## src/sram_ctl_params.svh

```systemverilog
// Timing constants and widths for the static memory host controller
`ifndef SRAM_CTL_PARAMS_SVH
`define SRAM_CTL_PARAMS_SVH
`define CLK_PERIOD_NS 20
`define ADDR_W 16
`define DATA_W 4
`define MEM_WORDS 65536
`define T_ACCESS_NS 45
`define T_CW_NS 40
`define T_AW_NS 40
`define T_DW_NS 20
`define T_WZ_NS 15
`define T_HZ_NS 20
// Least times round up to whole cycles, at least one
`define CYC_UP(t) ((((t) + `CLK_PERIOD_NS - 1) / `CLK_PERIOD_NS) < 1 ? 1 : \
    (((t) + `CLK_PERIOD_NS - 1) / `CLK_PERIOD_NS))
`define ACCESS_CYC `CYC_UP(`T_ACCESS_NS)
`define WRITE_CYC `CYC_UP(`T_CW_NS)
`define WZ_CYC `CYC_UP(`T_WZ_NS)
`define HZ_CYC `CYC_UP(`T_HZ_NS)
`define RECOVER_CYC `CYC_UP(`T_ACCESS_NS)
`endif

```

## src/sram_ctl_pkg.sv

```systemverilog
// Types for the static memory host controller
package sram_ctl_pkg;
    typedef enum logic [5:0] {
        ST_IDLE = 6'h01,
        ST_READ = 6'h02,
        ST_WOFF = 6'h04,
        ST_WRITE = 6'h08,
        ST_GAP = 6'h10,
        ST_RET = 6'h20
    } ctl_state_t;
    typedef struct packed {
        logic [15:0] word_address;
        logic cs_n;
        logic we_n;
        logic [3:0] dout;
        logic doe;
    } pins_t;
    typedef struct packed {
        ctl_state_t state;
        pins_t pins;
        logic [7:0] cnt;
        logic [3:0] rdata;
        logic done;
        logic in_ret;
    } ctl_st_t;
endpackage : sram_ctl_pkg

```

## src/sram_host_ctl.sv

```systemverilog
// Host controller driving an asynchronous 64k x 4 static memory
`timescale 1ns/100ps
`include "sram_ctl_params.svh"
// Behaviour
// - Memory holds 65536 four-bit words, sixteen address lines, four data lines.
// - Write strobe stays high throughout every read cycle.
// - Reads may keep select low and change only the address.
// - Address is valid before or as select falls for select-led reads.
// - Select is low at least the select-to-end-of-write time.
// - Address stands stable at least the address-to-end-of-write time.
// - Write data is valid the setup time before write end, held through it.
// - Device is deselected no later than supply starts falling for retention.
// - After supply returns, wait one read cycle time before any access.
module sram_host_ctl
    import sram_ctl_pkg::*;
(
    input wire logic clk,
    input wire logic rst,
    input wire logic req_valid,
    input wire logic req_write,
    input wire logic [`ADDR_W-1:0] req_addr,
    input wire logic [`DATA_W-1:0] req_wdata,
    output logic req_ready,
    output logic [`DATA_W-1:0] rsp_rdata,
    output logic rsp_done,
    input wire logic retain_req,
    output logic retain_ok,
    output logic [`ADDR_W-1:0] word_address,
    output logic cs_n,
    output logic we_n,
    output logic [`DATA_W-1:0] shared_data_lines_o,
    output logic shared_data_lines_oe,
    input wire logic [`DATA_W-1:0] shared_data_lines_i
);
    ////////////////////////////////////////////////////////////////////////
    localparam logic [7:0] ACC_C = 8'(`ACCESS_CYC);
    localparam logic [7:0] WR_C = 8'(`WRITE_CYC);
    localparam logic [7:0] WZ_C = 8'(`WZ_CYC);
    localparam logic [7:0] HZ_C = 8'(`HZ_CYC);
    localparam logic [7:0] REC_C = 8'(`RECOVER_CYC);

    ctl_st_t st_ff;
    ctl_st_t nxt_st;
    logic [`DATA_W-1:0] din_s1_ff;
    logic [`DATA_W-1:0] din_s2_ff;
    logic ret_s1_ff;
    logic ret_s2_ff;

    // Pin inputs pass two flops
    always_ff @(posedge clk or posedge rst) begin
        if (rst) begin
            din_s1_ff <= 4'h0;
            din_s2_ff <= 4'h0;
            ret_s1_ff <= 1'b0;
            ret_s2_ff <= 1'b0;
        end else begin
            din_s1_ff <= shared_data_lines_i;
            din_s2_ff <= din_s1_ff;
            ret_s1_ff <= retain_req;
            ret_s2_ff <= ret_s1_ff;
        end
    end

    ////////////////////////////////////////////////////////////////////////
    always_comb begin
        nxt_st = st_ff;
        nxt_st.done = 1'b0;
        case (st_ff.state)
            ST_IDLE: begin
                nxt_st.pins.cs_n = 1'b1;
                nxt_st.pins.we_n = 1'b1;
                nxt_st.pins.doe = 1'b0;
                if (ret_s2_ff) begin
                    nxt_st.state = ST_RET;
                    nxt_st.in_ret = 1'b1;
                    // Fresh recovery count even for a one-cycle retention pulse
                    nxt_st.cnt = REC_C;
                end else if (req_valid) begin
                    // Address and select change together
                    nxt_st.pins.word_address = req_addr;
                    nxt_st.pins.cs_n = 1'b0;
                    nxt_st.pins.dout = req_wdata;
                    if (req_write) begin
                        nxt_st.pins.we_n = 1'b0;
                        nxt_st.cnt = WZ_C;
                        nxt_st.state = ST_WOFF;
                    end else begin
                        nxt_st.cnt = ACC_C + 8'h2;
                        nxt_st.state = ST_READ;
                    end
                end
            end
            ST_READ: begin
                // Strobe held high; two extra cycles cover the input sync
                // Select dropped per read; address-only reads not used
                nxt_st.cnt = st_ff.cnt - 8'h1;
                if (st_ff.cnt == 8'h1) begin
                    nxt_st.rdata = din_s2_ff;
                    nxt_st.done = 1'b1;
                    nxt_st.pins.cs_n = 1'b1;
                    nxt_st.cnt = HZ_C;
                    nxt_st.state = ST_GAP;
                end
            end
            ST_WOFF: begin
                nxt_st.cnt = st_ff.cnt - 8'h1;
                if (st_ff.cnt == 8'h1) begin
                    nxt_st.pins.doe = 1'b1;
                    nxt_st.cnt = WR_C;
                    nxt_st.state = ST_WRITE;
                end
            end
            ST_WRITE: begin
                nxt_st.cnt = st_ff.cnt - 8'h1;
                if (st_ff.cnt == 8'h1) begin
                    // Strobe and select rise together, data still driven
                    nxt_st.pins.we_n = 1'b1;
                    nxt_st.pins.cs_n = 1'b1;
                    nxt_st.done = 1'b1;
                    nxt_st.cnt = 8'h1;
                    nxt_st.state = ST_GAP;
                end
            end
            ST_GAP: begin
                nxt_st.pins.doe = 1'b0;
                nxt_st.cnt = st_ff.cnt - 8'h1;
                if (st_ff.cnt == 8'h1)
                    nxt_st.state = ST_IDLE;
            end
            ST_RET: begin
                nxt_st.pins.cs_n = 1'b1;
                nxt_st.pins.we_n = 1'b1;
                nxt_st.pins.doe = 1'b0;
                if (ret_s2_ff) begin
                    nxt_st.cnt = REC_C;
                end else begin
                    // Full recovery count runs after retain_ok drops
                    nxt_st.in_ret = 1'b0;
                    if (st_ff.cnt == 8'h0)
                        nxt_st.state = ST_IDLE;
                    else
                        nxt_st.cnt = st_ff.cnt - 8'h1;
                end
            end
            default: nxt_st.state = ST_IDLE;
        endcase
    end

    always_ff @(posedge clk or posedge rst) begin
        if (rst) begin
            st_ff.state <= ST_IDLE;
            st_ff.pins <= '{word_address: 16'h0000, cs_n: 1'b1, we_n: 1'b1,
                dout: 4'h0, doe: 1'b0};
            st_ff.cnt <= 8'h00;
            st_ff.rdata <= 4'h0;
            st_ff.done <= 1'b0;
            st_ff.in_ret <= 1'b0;
        end else begin
            st_ff <= nxt_st;
        end
    end

    ////////////////////////////////////////////////////////////////////////
    assign req_ready = (st_ff.state == ST_IDLE) && !ret_s2_ff;
    assign rsp_rdata = st_ff.rdata;
    assign rsp_done = st_ff.done;
    assign retain_ok = st_ff.in_ret;
    assign word_address = st_ff.pins.word_address;
    assign cs_n = st_ff.pins.cs_n;
    assign we_n = st_ff.pins.we_n;
    assign shared_data_lines_o = st_ff.pins.dout;
    assign shared_data_lines_oe = st_ff.pins.doe;

    ////////////////////////////////////////////////////////////////////////
    drive_read_a: assert property (@(posedge clk) disable iff (rst)
        !(shared_data_lines_oe && we_n && !cs_n))
        else $error("data lines driven during a read");
    read_strobe_a: assert property (@(posedge clk) disable iff (rst)
        (st_ff.state == ST_READ) |-> we_n)
        else $error("strobe low in read");
    write_off_a: assert property (@(posedge clk) disable iff (rst)
        $fell(we_n) |-> !shared_data_lines_oe [*1] ##1 shared_data_lines_oe)
        else $error("data driven before device output off");
    write_len_a: assert property (@(posedge clk) disable iff (rst)
        $rose(shared_data_lines_oe) |-> (!cs_n && !we_n) [*2] ##1 (cs_n && we_n))
        else $error("write pulse length wrong");
    addr_hold_a: assert property (@(posedge clk) disable iff (rst)
        (!cs_n && $past(!cs_n)) |-> $stable(word_address))
        else $error("address moved while selected");
    data_hold_a: assert property (@(posedge clk) disable iff (rst)
        $rose(we_n) && $past(shared_data_lines_oe) |-> shared_data_lines_oe)
        else $error("write data removed before write end");
    read_len_a: assert property (@(posedge clk) disable iff (rst)
        $fell(cs_n) && we_n |-> !cs_n [*5] ##1 cs_n ##0 rsp_done)
        else $error("read cycle length wrong");
    ret_desel_a: assert property (@(posedge clk) disable iff (rst)
        retain_ok |-> cs_n && !shared_data_lines_oe)
        else $error("selected during retention");
    ret_recover_a: assert property (@(posedge clk) disable iff (rst)
        $fell(retain_ok) |-> !req_ready [*3])
        else $error("access too soon after retention");
endmodule : sram_host_ctl

```

## config.mk

```make
export PLATFORM = sky130hd
export DESIGN_NAME = sram_host_ctl
export DESIGN_NICKNAME = d
export VERILOG_FILES = /design/src/sram_ctl_pkg.sv /design/src/sram_host_ctl.sv
export VERILOG_INCLUDE_DIRS = /design/src
export SDC_FILE = /design/constraint.sdc
export NUM_CORES = 1
export LEC_CHECK = 0
export BUFFER_PORTS_ARGS = -buffer_cell sky130_fd_sc_hd__buf_4
export CAP_MARGIN = 10
export CORE_ASPECT_RATIO = 1.4
export CORE_MARGIN = 5
export CORE_UTILIZATION = 48
export CTS_BUF_LIST = sky130_fd_sc_hd__clkbuf_16
export DETAILED_ROUTE_END_ITERATION = 12
export PLACE_DENSITY = 0.77
export SETUP_SLACK_MARGIN = 0.4
export SLEW_MARGIN = 10
export SYNTH_ARGS = -nofsm -noshare
export SYNTH_HDL_FRONTEND = slang
export SYNTH_SLANG_ARGS = --single-unit
export TNS_END_PERCENT = 30
```

## constraint.sdc

```tcl
create_clock -name clk -period 2.5 [get_ports clk]
set_clock_uncertainty 0.2 [all_clocks]
set_input_delay 0.375 -clock clk [delete_from_list [all_inputs] [get_ports clk]]
set_output_delay 0.375 -clock clk [all_outputs]
set_load 0.02 [all_outputs]
```

==> results.txt, run 1 <==
The number of cells on the worst reg-to-reg path is 5. The switching part of the total power came out at 21.6%. Counting flops with an async set or reset pin after synthesis yields a share of 100%.

The run gives 0.913 as the final weighted congestion in routability-driven placement. After detailed placement, the total cell area comes to 2970 um^2. The analysis attributes to net switching a power of 0.352 mW. Compared with the post-synthesis result, the final layout area differs by 32.6%.

CTS built an H-tree with a depth of 2. Measured along the y axis, the die boundary spans 96.3 um. The final count of negative-setup-slack endpoints was 0. Synthesis inferred 53 register bits. Registers are responsible for 53.3% of the overall power. The tools report the sum of negative setup slack as 0 ps.

For this run, design rule violations remaining after detail routing come to 0. Of all nets on the critical path, the largest fanout is 5. Ranked by total cell area, the synthesized netlist is headed by dfrtp_1 49%, mux2_2 11%, buf_4 7.1%, dfstp_2 3.1%, o211ai_1 2.9%.

Counting instances, the worst hold path has a depth of 2. The critical path start-end classification was flop to flop. The nature of the critical path endpoint is a flop. The nature of the critical path startpoint was a flop.

From left edge to right edge, the die measures 71.6 um. The cell-internal power was 1.28 mW. The tools report the endpoint with the worst hold slack as st_ff[38]$_DFFE_PP0P_. The quantity of I/O buffers inserted on ports works out to 58. The Yosys step of the flow raised 0 warnings.

The synthesized netlist occupies a cell area of 2550 um^2. The post-synthesis net count was 251. The worst path in the final design needs a cycle of 2400 ps, including I/O delays and setup. Counting flops with a built-in enable in the synthesized netlist gives 0. The number of buffers on the longest clock path was 2; the routed length per placed instance was 16.4 um. The hold violation count in the final report is 0. The number of rows created at floorplan was 31.

The first global-routing pass estimated 9250 um of wire. The logs give 60.6% for the relative slew slack and 134 for the initial DRC count. The worst hold path begins at req_write. After synthesis, the largest area contributor takes up 49.0% of total cell area.

For this block, the routed nets add up to 5820 um of wire. The tools report the launch instance of the worst register-to-register path as st_ff[9]$_DFFE_PP0P_. The leakage power of the design was 1.67 nW; the residual antenna-violating net count after detailed routing was 0. Clock latency on the worst-skew pair: 290 ps. The biggest area contributor in the post-synthesis netlist is dfrtp_1. For the part of the power in combinational logic, the log shows 3.9%. The share of the yosys chip area belonging to registers was 52.1%.

The run gives 46 as the unique cell type count in the Yosys netlist. After clock tree synthesis, the clock-pin slew on the worst setup and hold paths is 70 ps. The half-perimeter wire length after detailed placement was 3790 um. Entering global routing, the biggest net connects 28 pins.

The worst-case IR drop observed on VDD is 0.000445 V. The number of slew-limit violations in the final report is 0, and the number of nets in the layout is 318. The tools report the max-cap check violation count as 0. The repair_antennas step left the layout with diodes totalling 0. Derived from the worst setup path, the maximum achievable clock frequency is 417 MHz.

The finished layout cell area is 3380 um^2, and the gate count of the mapped netlist is 220. The critical path data arrival time is 2370 ps. Predominant post-synthesis flop cell: dfrtp_1. Setup slack on the worst reg-to-reg path comes out at 100 ps. For the part of the power in the clock network, the log shows 42.8%. The CTS sink count was 53; the synthesized area per cell was 11.6 um^2. The cell sitting at the root of the clock tree is a clkbuf_16.

The tools report the number of global-route vias before repair as 2004. The transition at the pin with the smallest max-transition slack is 590 ps, and the combined global-route utilization of all metal layers is 16.9%. Power spread over the standard cell area amounts to 483 nW/um^2.

The flow ran to the end, and the final reports show no timing, DRC or antenna violations. The starting utilization of the core area is 49.5%. The area of the die came out at 6900 um^2.

In the routed layout, each cell is associated on average with a via count of 5.58. The tools report the count of vias placed by the detailed router as 1975. TritonCTS built the clock tree. Total I/O pin count: 59. TritonCTS created 5 clock buffers. The residual overflow from global routing was 0. The region available for standard cell placement spans 5160 um^2. The share of final-layout standard cells stronger than drive strength 1 is 49.0%. Setup repair after global routing could not meet its margin everywhere. The worst register-to-register path ends at st_ff[6]$_DFFE_PP0P_.

For the worst setup path, the data required time is 2480 ps. The tools report the number of antenna violations at the first check in global routing as 0. In the finished design, the share of the clock period the worst path needs comes to 95.9%. In this run the worst hold path is classified as input port to flop. For the count of TritonRoute iterations in the first routing pass, the log shows 4.
==> cells in the mapped netlist, types with 2 or more instances <==
library cell	instances
o21ai_0	4
nor2_1	12
dfstp_2	3
nor3_1	6
a22o_1	6
nand2b_1	3
nand4b_1	2
a21o_1	3
o31a_1	2
nor4_1	4
a21oi_1	4
clkbuf_1	8
inv_1	7
or3_1	3
buf_4	24
nand2_1	6
ha_1	2
buf_6	3
nand3_1	4
nand3b_1	3
dfrtp_1	50
o2111a_1	2
o211ai_1	10
mux2_2	24
xor2_1	4
==> registers in the layout, indices dropped and copies added, names as in the netlist <==
register and flops:
we_n 1, rsp_rdata 4, rsp_done 1, ret_s1_ff 1
word_address 16, shared_data_lines_o 4, din_s1_ff 4, retain_ok 1
din_s2_ff 4, cs_n 1, shared_data_lines_oe 1, ret_s2_ff 1
st_ff 14
==> how the worst max path moves through the flow <==
stage                                     start                   end  slack (ps)
after floorplan           st_ff[10]$_DFFE_PP0P_  st_ff[6]$_DFFE_PP0P_         -20
after global placement    st_ff[12]$_DFFE_PP0P_  st_ff[6]$_DFFE_PP0P_          90
after detailed placement  st_ff[12]$_DFFE_PP0P_  st_ff[6]$_DFFE_PP0P_          60
after CTS                  st_ff[9]$_DFFE_PP0P_  st_ff[6]$_DFFE_PP0P_         140
after global routing       st_ff[9]$_DFFE_PP0P_  st_ff[6]$_DFFE_PP0P_          50
final                      st_ff[9]$_DFFE_PP0P_  st_ff[6]$_DFFE_PP0P_         100
==> routing by layer <==
metal / part of all wire, % / vias up / track usage (%)
met5: 0 / - / 0
met1: 36 / 973 / 19.1
li1: - / 907 / -
met3: 5.0 / 20 / 3.66
met4: 2.8 / 0 / 6.58
met2: 56 / 75 / 30.9
==> critical path: stages, from the launching register on <==
cell	delay, ps
dfrtp_1	380
or4_4	580
or3_4	360
o31a_1	310
and2_4	170
a221o_1	290
==> per-stage QoR <==
step                      setup slack, ps  total power [mW]  cells  hold slack (ps)  util (%)
after detailed placement             61.9             0.944    322              145      57.5
final                                 102              1.63    354             63.6      65.6
after CTS                             138              1.65    351             62.8      64.6
after global routing                 47.0              1.69    354             71.2      65.6
after global placement               93.0             0.942    322              131      57.5
after floorplan                     -16.7             0.900    220              131         -
==> final cells by class <==
| cell class | count | area [um^2] |
|---|---|---|
| repair buffers | 95 | 748 |
| flip-flops and latches | 53 | 1330 |
| clock inverters | 3 | 26.3 |
| inverters | 7 | 26.3 |
| fillers | 386 | 1770 |
| well taps | 66 | 82.6 |
| clock buffers | 5 | 125 |
| multi-input cells | 125 | 1040 |
==> kinds of logic (layout without fill, tap and decap cells) <==
family / count (synthesis) / in the layout / share of synthesized area, %
AOI/OAI and AO/OA: 43 / 43 / 12.9
xor gates and xnor gates: 4 / 4 / 1.37
adders and majority gates: 2 / 2 / 0.980
buffers and inverters: 42 / 110 / 10.6
DFF: 53 / 53 / 52.1
muxes: 24 / 24 / 10.6
and+or+nand+nor: 52 / 52 / 11.4
==> placed cells by master (no fill, tap or decap), types with 2 or more instances in the layout <==
master,instances
a21o_1,3
a21oi_1,4
a22o_1,6
buf_4,86
buf_6,2
clkbuf_16,5
clkinvlp_4,2
dfrtp_1,47
dfrtp_2,3
dfstp_2,3
dlygate4sd3_1,6
ha_1,2
inv_1,6
mux2_2,23
nand2_1,5
nand2b_1,3
nand3_1,4
nand3b_1,3
nand4b_1,2
nor2_1,11
nor3_1,6
nor4_1,2
nor4_4,2
o2111a_1,2
o211ai_1,10
o21ai_0,3
o31a_1,2
or3_1,2
xor2_1,4
==> power groups by stage <==
stage / Clock [mW] / Sequential, mW / Combinational, mW
floorplan: 0 / 0.883 / 0.0174
global placement: 0 / 0.886 / 0.0565
detailed placement: 0 / 0.887 / 0.0575
CTS: 0.709 / 0.871 / 0.0656
global route: 0.748 / 0.871 / 0.0711
finish: 0.699 / 0.871 / 0.0637
==> timing repair <==
action / in CTS / in global routing
endpoints found under the setup margin: 38 / 31
hold buffers: 6 / 0
resized for setup: 10 / 6
hold endpoints to repair: 31 / 0
pin swaps: 9 / 8
buffers inserted: 15 / 3
Power figures use the tool's default switching activity.
==> inputs of run 2 (changes only) <==
--- a/config.mk
+++ b/config.mk
@@ -9,7 +9,6 @@
 export BUFFER_PORTS_ARGS = -buffer_cell sky130_fd_sc_hd__buf_4
 export CAP_MARGIN = 10
 export CORE_ASPECT_RATIO = 1.4
-export CORE_MARGIN = 5
 export CORE_UTILIZATION = 48
 export CTS_BUF_LIST = sky130_fd_sc_hd__clkbuf_16
 export DETAILED_ROUTE_END_ITERATION = 12
==> run 2 against run 1 <==
Sequential power about the same; maximum frequency up 2.3%; highest routed layer unchanged; largest cell class unchanged; sequential share of layout area up 0.38 points; critical path depth unchanged.
==> results.txt, run 2 (same netlist as run 1, synthesis figures left out) <==
The post-layout instance count excluding filler cells came out at 354 (unchanged). The delay of the slowest cell on the worst path works out to 570 ps (about the same). The area of the die was 5620 um^2 (-19%); the leakage power of the design was 1.65 nW (-1.4%).

The tools report the largest net degree at the start of global routing as 32 (+14%). The clock root buffer is clkbuf_16. On the critical path, the stage with the largest delay is an instance of or4_4. Nature of the critical path startpoint: a flop. The worst setup path is captured at a flop. The cell type group with the largest total delay on the critical path is simple AND/OR/NAND/NOR gates. Setup repair after global routing could not meet its margin everywhere. Width of the die: 63.6 um (-11%).

The quantity of I/O buffers inserted on ports was 58 (unchanged). The final count of negative-setup-slack endpoints is 0 (unchanged), and the critical path data arrival time is 2320 ps (-50 ps). The share of final-layout standard cells stronger than drive strength 1 is 48.6% (-0.35 points).

Most frequent standard cell in the layout excluding fill and tap cells: buf_4. The logs give 2 (unchanged) for the number of buffers on the longest clock path and 0 (unchanged) for the residual overflow from global routing. The utilization after layout was 65.0% (-0.63 points); the max-cap check violation count was 0 (unchanged). The core outline area is 5160 um^2 (unchanged), and the final weighted congestion in routability-driven placement is 0.873 (-4.4%). The area growth from synthesis to layout works out to 31.3%. The run gives 0 (unchanged) as the residual antenna-violating net count after detailed routing. The vertical die dimension was 88.3 um (-8.3%); the total buffers and inverters traversed by the critical path was 0 (unchanged). The clock edge transition at the registers on the reported setup and hold paths came out at 70 ps (about the same). The run gives 3530 um (-6.7%) as the half-perimeter wire length after detailed placement.

The deepest level of the CTS H-tree came out at 2 (unchanged). Number of antenna violations at the first check in global routing: 0 (unchanged). Relative slew slack: 67.6% (+7.0 points).

TritonCTS built the clock tree. The signal on the critical path passes through or4_4 > or3_4 > o31a_1 > and2_4 > a221o_1. The number of slew-limit violations in the final report came out at 0 (unchanged). The final clock period utilization by the worst path was 93.8% (-2.2 points); the worst hold slack was 70.9 ps (+7.25 ps). The count of vias placed by the detailed router was 1963 (-0.61%). The run gives 8280 um (-11%) as the wire length of the first global-routing pass. In the layout the commonest cells are 86 x buf_4, 47 x dfrtp_1, 24 x mux2_2. For the total of fill cells in the finished design, the log shows 378 (-2.1%). The count of TritonRoute iterations in the first routing pass was 7 (+3); the clock period minus final worst setup slack was 2340 ps (-54.1 ps).

For the combined global-route utilization of all metal layers, the log shows 19.2% (+2.3 points). The routed length per placed instance came out at 15.3 um (-6.9%). For the upper clock frequency limit, the log shows 427 MHz (+2.3%). The number of global-route vias before repair is 1755 (-12%), and the post-detailed-route via-to-cell ratio is 5.55 (-0.61%). The tools report the number of rows created at floorplan as 31 (unchanged).

The starting utilization of the core area was 49.5% (unchanged); the total I/O pin count was 59 (unchanged). The logs give 0 (unchanged) for the number of diodes added for antenna fixing and 0 (unchanged) for the post-route DRC violation count. The areal power density over the cells works out to 486 nW/um^2 (+0.63%). The peak ir drop on the vdd network is 0.000533 V (+20%), and the maximum fanout along the worst path is 4 (-1). The logs give 2480 ps (about the same) for the endpoint required time on the critical path and 318 (unchanged) for the number of nets in the layout. The number of flip-flops under the largest register name works out to 16 (unchanged). The transition at the pin with the smallest max-transition slack works out to 485 ps (-105 ps). The tools report the total wirelength of the detailed-routed design as 5410 um (-6.9%).

The worst hold path belongs to the class input port to flop. The tools report the hold violation count in the final report as 0 (unchanged). The flow ran to the end, and the final reports show no timing, DRC or antenna violations. The logs give 1.63 mW (-0.33%) for the total power and 5 (unchanged) for the number of buffers added by the clock tree synthesis step.

The critical path start-end classification was flop to flop. The placed instance count is 323 (+0.31%), and the initial DRC count is 87 (-35%). The CTS sink count was 53 (unchanged).

The run gives 290 ps (about the same) as the clock latency on the worst-skew pair.
==> run 2: layer usage <==
metal	vias to the layer above	wire length, um	GRT usage [%]
li1	901	-	-
met2	71	2970	35.1
met5	-	0	0
met4	0	106	7.02
met3	12	233	3.35
met1	979	2110	22.5
==> run 2: worst paths after layout <==
kind | end | cells past startpoint | slack, ps | start
setup / recovery | st_ff[6]$_DFFE_PP0P_ | 5 | 160 | st_ff[10]$_DFFE_PP0P_
hold / removal | st_ff[38]$_DFFE_PP0P_ | 2 | 70 | req_write
setup reg to reg | st_ff[6]$_DFFE_PP0P_ | 5 | 160 | st_ff[10]$_DFFE_PP0P_
hold reg to reg | din_s2_ff[1]$_DFF_PP0_ | 0 | 150 | din_s1_ff[1]$_DFF_PP0_
max in group asynchronous | we_n$_DFFE_PP1P_ | 4 | 1010 | rst
min in group asynchronous | din_s1_ff[0]$_DFF_PP0_ | 3 | 480 | rst
==> run 2: layout make-up <==
class / count / area [um^2] / share of cell area (%)
well taps: 66 / 82.6 / 2.46
clock buffers: 5 / 125 / 3.73
inverters: 7 / 26.3 / 0.784
flip-flops and latches: 53 / 1330 / 39.8
repair buffers: 95 / 748 / 22.3
multi-input cells: 125 / 1010 / 30.1
clock inverters: 3 / 26.3 / 0.784
==> run 2: worst reg2reg max path, cell delays in order, from the launching register on <==
cell	delay (ps)
dfrtp_1	380
or4_4	570
or3_4	350
o31a_1	290
and2_4	160
a221o_1	280
==> run 2: per-stage QoR <==
| step | TNS [ps] | setup slack, ps | area [um^2] |
|---|---|---|---|
| after floorplan | -16.7 | -16.7 | 2610 |
| after global placement | 0 | 94.1 | 2970 |
| after detailed placement | 0 | 64.6 | 2970 |
| after CTS | 0 | 153 | 3210 |
| after global routing | 0 | 79.8 | 3350 |
| final | 0 | 156 | 3350 |
==> run 2: power by group <==
| group | internal, mW | switching, mW | total (mW) |
|---|---|---|---|
| Combinational | 0.0381 | 0.0259 | 0.0641 |
| Sequential | 0.865 | 0.00449 | 0.870 |
| Clock | 0.378 | 0.317 | 0.694 |
==> run 2: repair_timing <==
action	CTS	global route
gates resized for setup	6	6
hold buffers	6	0
pin swaps	7	6
buffers inserted	2	15
setup endpoints to repair	38	41
hold endpoints to repair	27	0
